--- config.mk ---
export PLATFORM = sky130hd
export DESIGN_NAME = word_fifo
export DESIGN_NICKNAME = d
export VERILOG_FILES = /design/src/test_pattern_gen.sv
export SDC_FILE = /design/constraint.sdc
export NUM_CORES = 1
export LEC_CHECK = 0
export BUFFER_PORTS_ARGS = -buffer_cell sky130_fd_sc_hd__buf_2
export CAP_MARGIN = 20
export CORE_AREA = 3 3 184 186
export CTS_CLUSTER_SIZE = 20
export DETAILED_ROUTE_END_ITERATION = 16
export DIE_AREA = 0 0 187 189
export PLACE_DENSITY = 0.73
export SLEW_MARGIN = 10
export SYNTH_ARGS = -nofsm -noshare
export SYNTH_HDL_FRONTEND = slang
export SYNTH_SLANG_ARGS = --single-unit
--- constraint.sdc ---
create_clock -name clk_i -period 4.24 [get_ports clk_i]
set_clock_uncertainty 0.2 [all_clocks]
set_input_delay 0.636 -clock clk_i [delete_from_list [all_inputs] [get_ports clk_i]]
set_output_delay 0.636 -clock clk_i [all_outputs]
set_load 0.01 [all_outputs]
--- src/test_pattern_gen.sv ---
// Output test-pattern generator with Wishbone registers and output FIFO
`default_nettype none

// ****************************************
// Word FIFO
// ****************************************
module word_fifo #(
	parameter int WIDTH = 12,
	parameter int DEPTH = 32
) (
	input  wire logic             clk_i,
	input  wire logic             rst_i,
	input  wire logic             in_valid_i,	// Push request
	output logic                  in_ready_o,	// Not full
	input  wire logic [WIDTH-1:0] in_data_i,	// Push word
	output logic                  out_valid_o,	// Not empty
	input  wire logic             out_ready_i,	// Pop request
	output logic      [WIDTH-1:0] out_data_o	// Head word
);
	localparam int AW = $clog2(DEPTH);

	logic [WIDTH-1:0] mem [DEPTH];	// Storage
	logic [AW-1:0]    wr_ptr_r;	// Write index
	logic [AW-1:0]    rd_ptr_r;	// Read index
	logic [AW:0]      count_r;	// Fill level
	logic             push;	// Accepted push
	logic             pop;	// Accepted pop

	assign in_ready_o  = (count_r != DEPTH[AW:0]);
	assign out_valid_o = (count_r != '0);
	assign out_data_o  = mem[rd_ptr_r];
	assign push        = in_valid_i && in_ready_o;
	assign pop         = out_ready_i && out_valid_o;

	// Storage write
	always_ff @(posedge clk_i)
	begin
		if (push)
			mem[wr_ptr_r] <= in_data_i;
	end

	// Pointers and level
	always_ff @(posedge clk_i)
	begin
		if (rst_i)
		begin
			wr_ptr_r <= '0;
			rd_ptr_r <= '0;
			count_r  <= '0;
		end
		else
		begin
			if (push)
				wr_ptr_r <= (wr_ptr_r == AW'(DEPTH - 1)) ? '0 : wr_ptr_r + 1'b1;
			if (pop)
				rd_ptr_r <= (rd_ptr_r == AW'(DEPTH - 1)) ? '0 : rd_ptr_r + 1'b1;
			if (push && !pop)
				count_r <= count_r + 1'b1;
			else if (pop && !push)
				count_r <= count_r - 1'b1;
		end
	end
endmodule


`default_nettype wire

==> metrics.log <==
INFO  metric outcome = complete, no violations
INFO  metric ff2ff_path_depth = 10
INFO  metric timing.hold.worst.start = count_r[4]
INFO  metric cts.sinks = 405
INFO  metric floorplan.die.width = 187 microns
INFO  metric net_count_after_synthesis = 888
INFO  metric postSynthRegisterBits = 405
INFO  metric min_period_over_period = 86.5%
INFO  metric gr-total-overflow = 0
INFO  metric synth_async_sr_flop_share = 0%
INFO  metric final_area = 18,200 sq um
INFO  metric initial_antenna_violation_count = 1
INFO  metric buffer_ports.inserted = 29
INFO  metric worst-path-max-fanout = 29
INFO  metric final-seq-area = 12,000 sq um
INFO  metric hold_violations = 0
INFO  metric routed_via_density = 5.89
INFO  metric tritoncts_clock_tree = done
INFO  metric m1WireLength = 14.1 mm
INFO  metric critPathRequiredTime = 3.40 ns
INFO  metric power.density = 503 nW/um^2
INFO  metric place_area = 16,900 sq um
INFO  metric clock_latency = 0.52 ns
INFO  metric final_wtd_congestion = 0.786
INFO  metric hold_class = reg -> reg
INFO  metric setup_repair_after_global_routing_missed_its_margin = false
INFO  metric synth_top_family_by_area = multiplexers
INFO  metric dr_wl_met3 = 2.84 mm
INFO  metric critical_path.cell_chain = buf_4 > mux4_2 > a22o_1 > a221oi_2 > nand3_1 > buf_2
INFO  metric timing.max_slew.rel_slack = 37.7%
INFO  metric worstSetupPathType = reg -> out
INFO  metric rr_endpoint = count_r[5]
INFO  metric yosys.area_share.adder = 1.14%
INFO  metric detailedPlacementHpwl = 20.1 mm
INFO  metric drt-pass1-iter-count = 5
INFO  metric layout-drive-gt1-share = 21.4%
INFO  metric top_layer = met4
INFO  metric cts.htree.levels = 2
INFO  metric synthSimpleGateAreaFrac = 4.50%
INFO  metric number_of_global_route_vias_before_repair = 8,205
INFO  metric crit_path_slowest_cell = dfxtp_4
INFO  metric post_synth_top_cells = edfxtp_1 (384), mux2i_1 (98), a22oi_1 (48), mux4_2 (48), nor2_1 (47)
INFO  metric post_synth.cell_area_avg = 18.7 sq um
INFO  metric final_net_count = 956
INFO  metric synth.most_common_cell = edfxtp_1
INFO  metric report.power.total = 9150 uW
INFO  metric finalWorstPathRequiredPeriod = 3.67 ns
INFO  metric ys_types = 47
INFO  metric pin_count = 30
INFO  metric yosys.area.top_type_share = 71.9%
INFO  metric finalSetupViolations = 0
INFO  metric grt_max_degree = 81
INFO  metric post-route-drc-count = 0
INFO  metric row_count = 66
INFO  metric fillers = 2,418
INFO  metric compound_cell_area_share_of_the_yosys_netlist = 5.27%
INFO  metric floorplan.die_area = 35,300 sq um
INFO  metric synthCells = 858
INFO  metric timing.critical_path.arrival = 2.83 ns
INFO  metric synth_seq_area_share = 74.5%
INFO  metric timing_worst_slew_pin_value = 0.933 ns
INFO  metric post_synth_instance_area = 16,000 sq um
INFO  metric highest_clock_rate = 273 MHz
INFO  metric cts.repair.resized = 0
INFO  metric synth_largest_area_cell = edfxtp_1
INFO  metric worst_path_largest_cell_delay = 0.73 ns
INFO  metric multi_input_area = 3850 sq um
INFO  metric max-clock-path-buffers = 3
INFO  metric drv_slew = 0
INFO  metric cts_hold_buf = 0
INFO  metric detailed_router_s_first_iteration_violation_count = 862
INFO  metric cts_buffers = 40
INFO  metric max_cap_viol_count = 0
INFO  metric syn2layout_area_growth = 13.6%
INFO  metric globalRouteTotalUtil = 19.4%
INFO  metric worstSetupStartpointType = register
INFO  metric ir_drop = 0.387 mV
INFO  metric met2RoutedLength = 16.3 mm
INFO  metric synthesis.yosys.warnings = 0
INFO  metric cts_root_buf = clkbuf_16
INFO  metric floorplan.core_area = 32,500 sq um
INFO  metric critPathCaptureType = output pin
INFO  metric whs = 0.317 ns
INFO  metric path_buf_inv = 2
INFO  metric routed-via-count = 8,235
INFO  metric grt_first_pass_wirelength = 51.7 mm
INFO  metric synth.area.mux_share = 12.9%
INFO  metric timing.hold.worst_endpoint = count_r[4]
INFO  metric cts_post_setup_buffers_inserted = 0
INFO  metric die_height = 189 microns
INFO  metric power.leakage = 0.00568 uW
INFO  metric ys.flop_type = edfxtp_1
INFO  metric cts.reportedPaths.clkPinSlew = 0.06 ns
INFO  metric post_drt_wl_per_cell = 24.3 microns
INFO  metric num_antenna_cells = 0
INFO  metric start_util = 49.4%
INFO  metric sum_of_negative_setup_slack = 0 ns
INFO  metric synth_area_leaders = edfxtp_1 (72%), mux4_2 (6.7%), mux2i_1 (6.1%)
INFO  metric r2r_slack = 0.73 ns
INFO  metric wirelength = 34.0 mm
INFO  metric synth-edff-count = 384
INFO  metric critical_path.top_delay_family = flip-flops
INFO  metric holdPathStages = 2
INFO  metric drtAntennaViolNets = 0
INFO  metric r2r_start = count_r[4]
INFO  metric synth_xor_area_share = 0.109%
-- where the power goes --
part,internal [uW],total (uW),switching [uW]
Clock,2090,3530,1440
Combinational,462,1080,619
Sequential,4450,4550,91.8
-- worst reg2reg max path, delay by kind of cell (launching register included) --
| family | cells | cell delay [ns] |
|---|---|---|
| compound gates | 3 | 1.07 |
| fa+ha+maj | 2 | 0.60 |
| buf+inv | 2 | 0.36 |
| flops | 1 | 0.33 |
| simple gates | 3 | 0.90 |
-- sequential cells by signal (all words and copies together) (netlist names), named ones only --
name / flops
count_r: 6
mem: 384
rd_ptr_r: 5
wr_ptr_r: 5
-- cells by family (layout without fill, tap and decap cells) --
family / count (synthesis) / count (layout)
buf+inv: 52 / 150
fa+ha+maj: 14 / 14
mux: 146 / 146
simple gates: 139 / 139
flops: 405 / 405
xor+xnor: 2 / 2
compound gates: 100 / 100
-- area by class of cell --
| class | instances | area share [%] |
|---|---|---|
| multi-input combinational | 401 | 21.1 |
| clock inverter | 21 | 1.17 |
| inverter | 7 | 0.158 |
| timing repair buffer | 71 | 2.77 |
| clock buffer | 51 | 6.07 |
| sequential | 405 | 65.7 |
| tap | 442 | 3.04 |
-- metal layers --
| metal | global-route usage (%) | vias to the layer above |
|---|---|---|
| met3 | 3.83 | 62 |
| met5 | 0 | - |
| li1 | - | 3635 |
| met2 | 31.1 | 345 |
| met4 | 5.41 | 0 |
| met1 | 27.6 | 4193 |
-- placed cells by master, fill, tap and decap left out, types with 3 or more instances in the layout --
cell	n
a21oi_1	10
or4_1	3
a22o_1	12
nand2_4	4
or3_1	5
nor2b_1	3
nor2_1	42
inv_1	6
buf_2	29
nand2_1	11
a22oi_1	48
o21a_1	3
o21ai_1	4
clkinv_1	10
clkbuf_1	7
mux4_2	48
clkinv_2	3
mux2i_1	98
nand3b_1	4
ha_1	13
buf_4	35
nor3_1	4
edfxtp_1	384
and3_1	4
buf_6	5
nor2_2	5
a221oi_2	12
nand3_1	40
nor4_1	3
dfxtp_1	19
clkbuf_16	42
bufinv_16	4
-- metrics by stage --
step,setup slack (ns),util (%),std cells
2_1_floorplan,1.23,-,858
3_3_place_gp,1.02,51.9,1321
3_5_place_dp,0.803,51.9,1323
4_1_cts,0.479,56.0,1395
5_1_grt,0.341,56.1,1398
6_report,0.573,56.1,1398
-- worst max path at each step --
stage	from	to	cells after the start	slack (ns)
2_1_floorplan	count_r[4]	count_r[5]	10	1.23
3_3_place_gp	register	out_data_o[2]	6	1.02
3_5_place_dp	count_r[4]	count_r[5]	10	0.80
4_1_cts	register	out_data_o[2]	6	0.48
5_1_grt	register	out_data_o[2]	6	0.34
6_report	register	out_data_o[3]	6	0.57
Note: power is estimated with default switching activity, not from simulation.
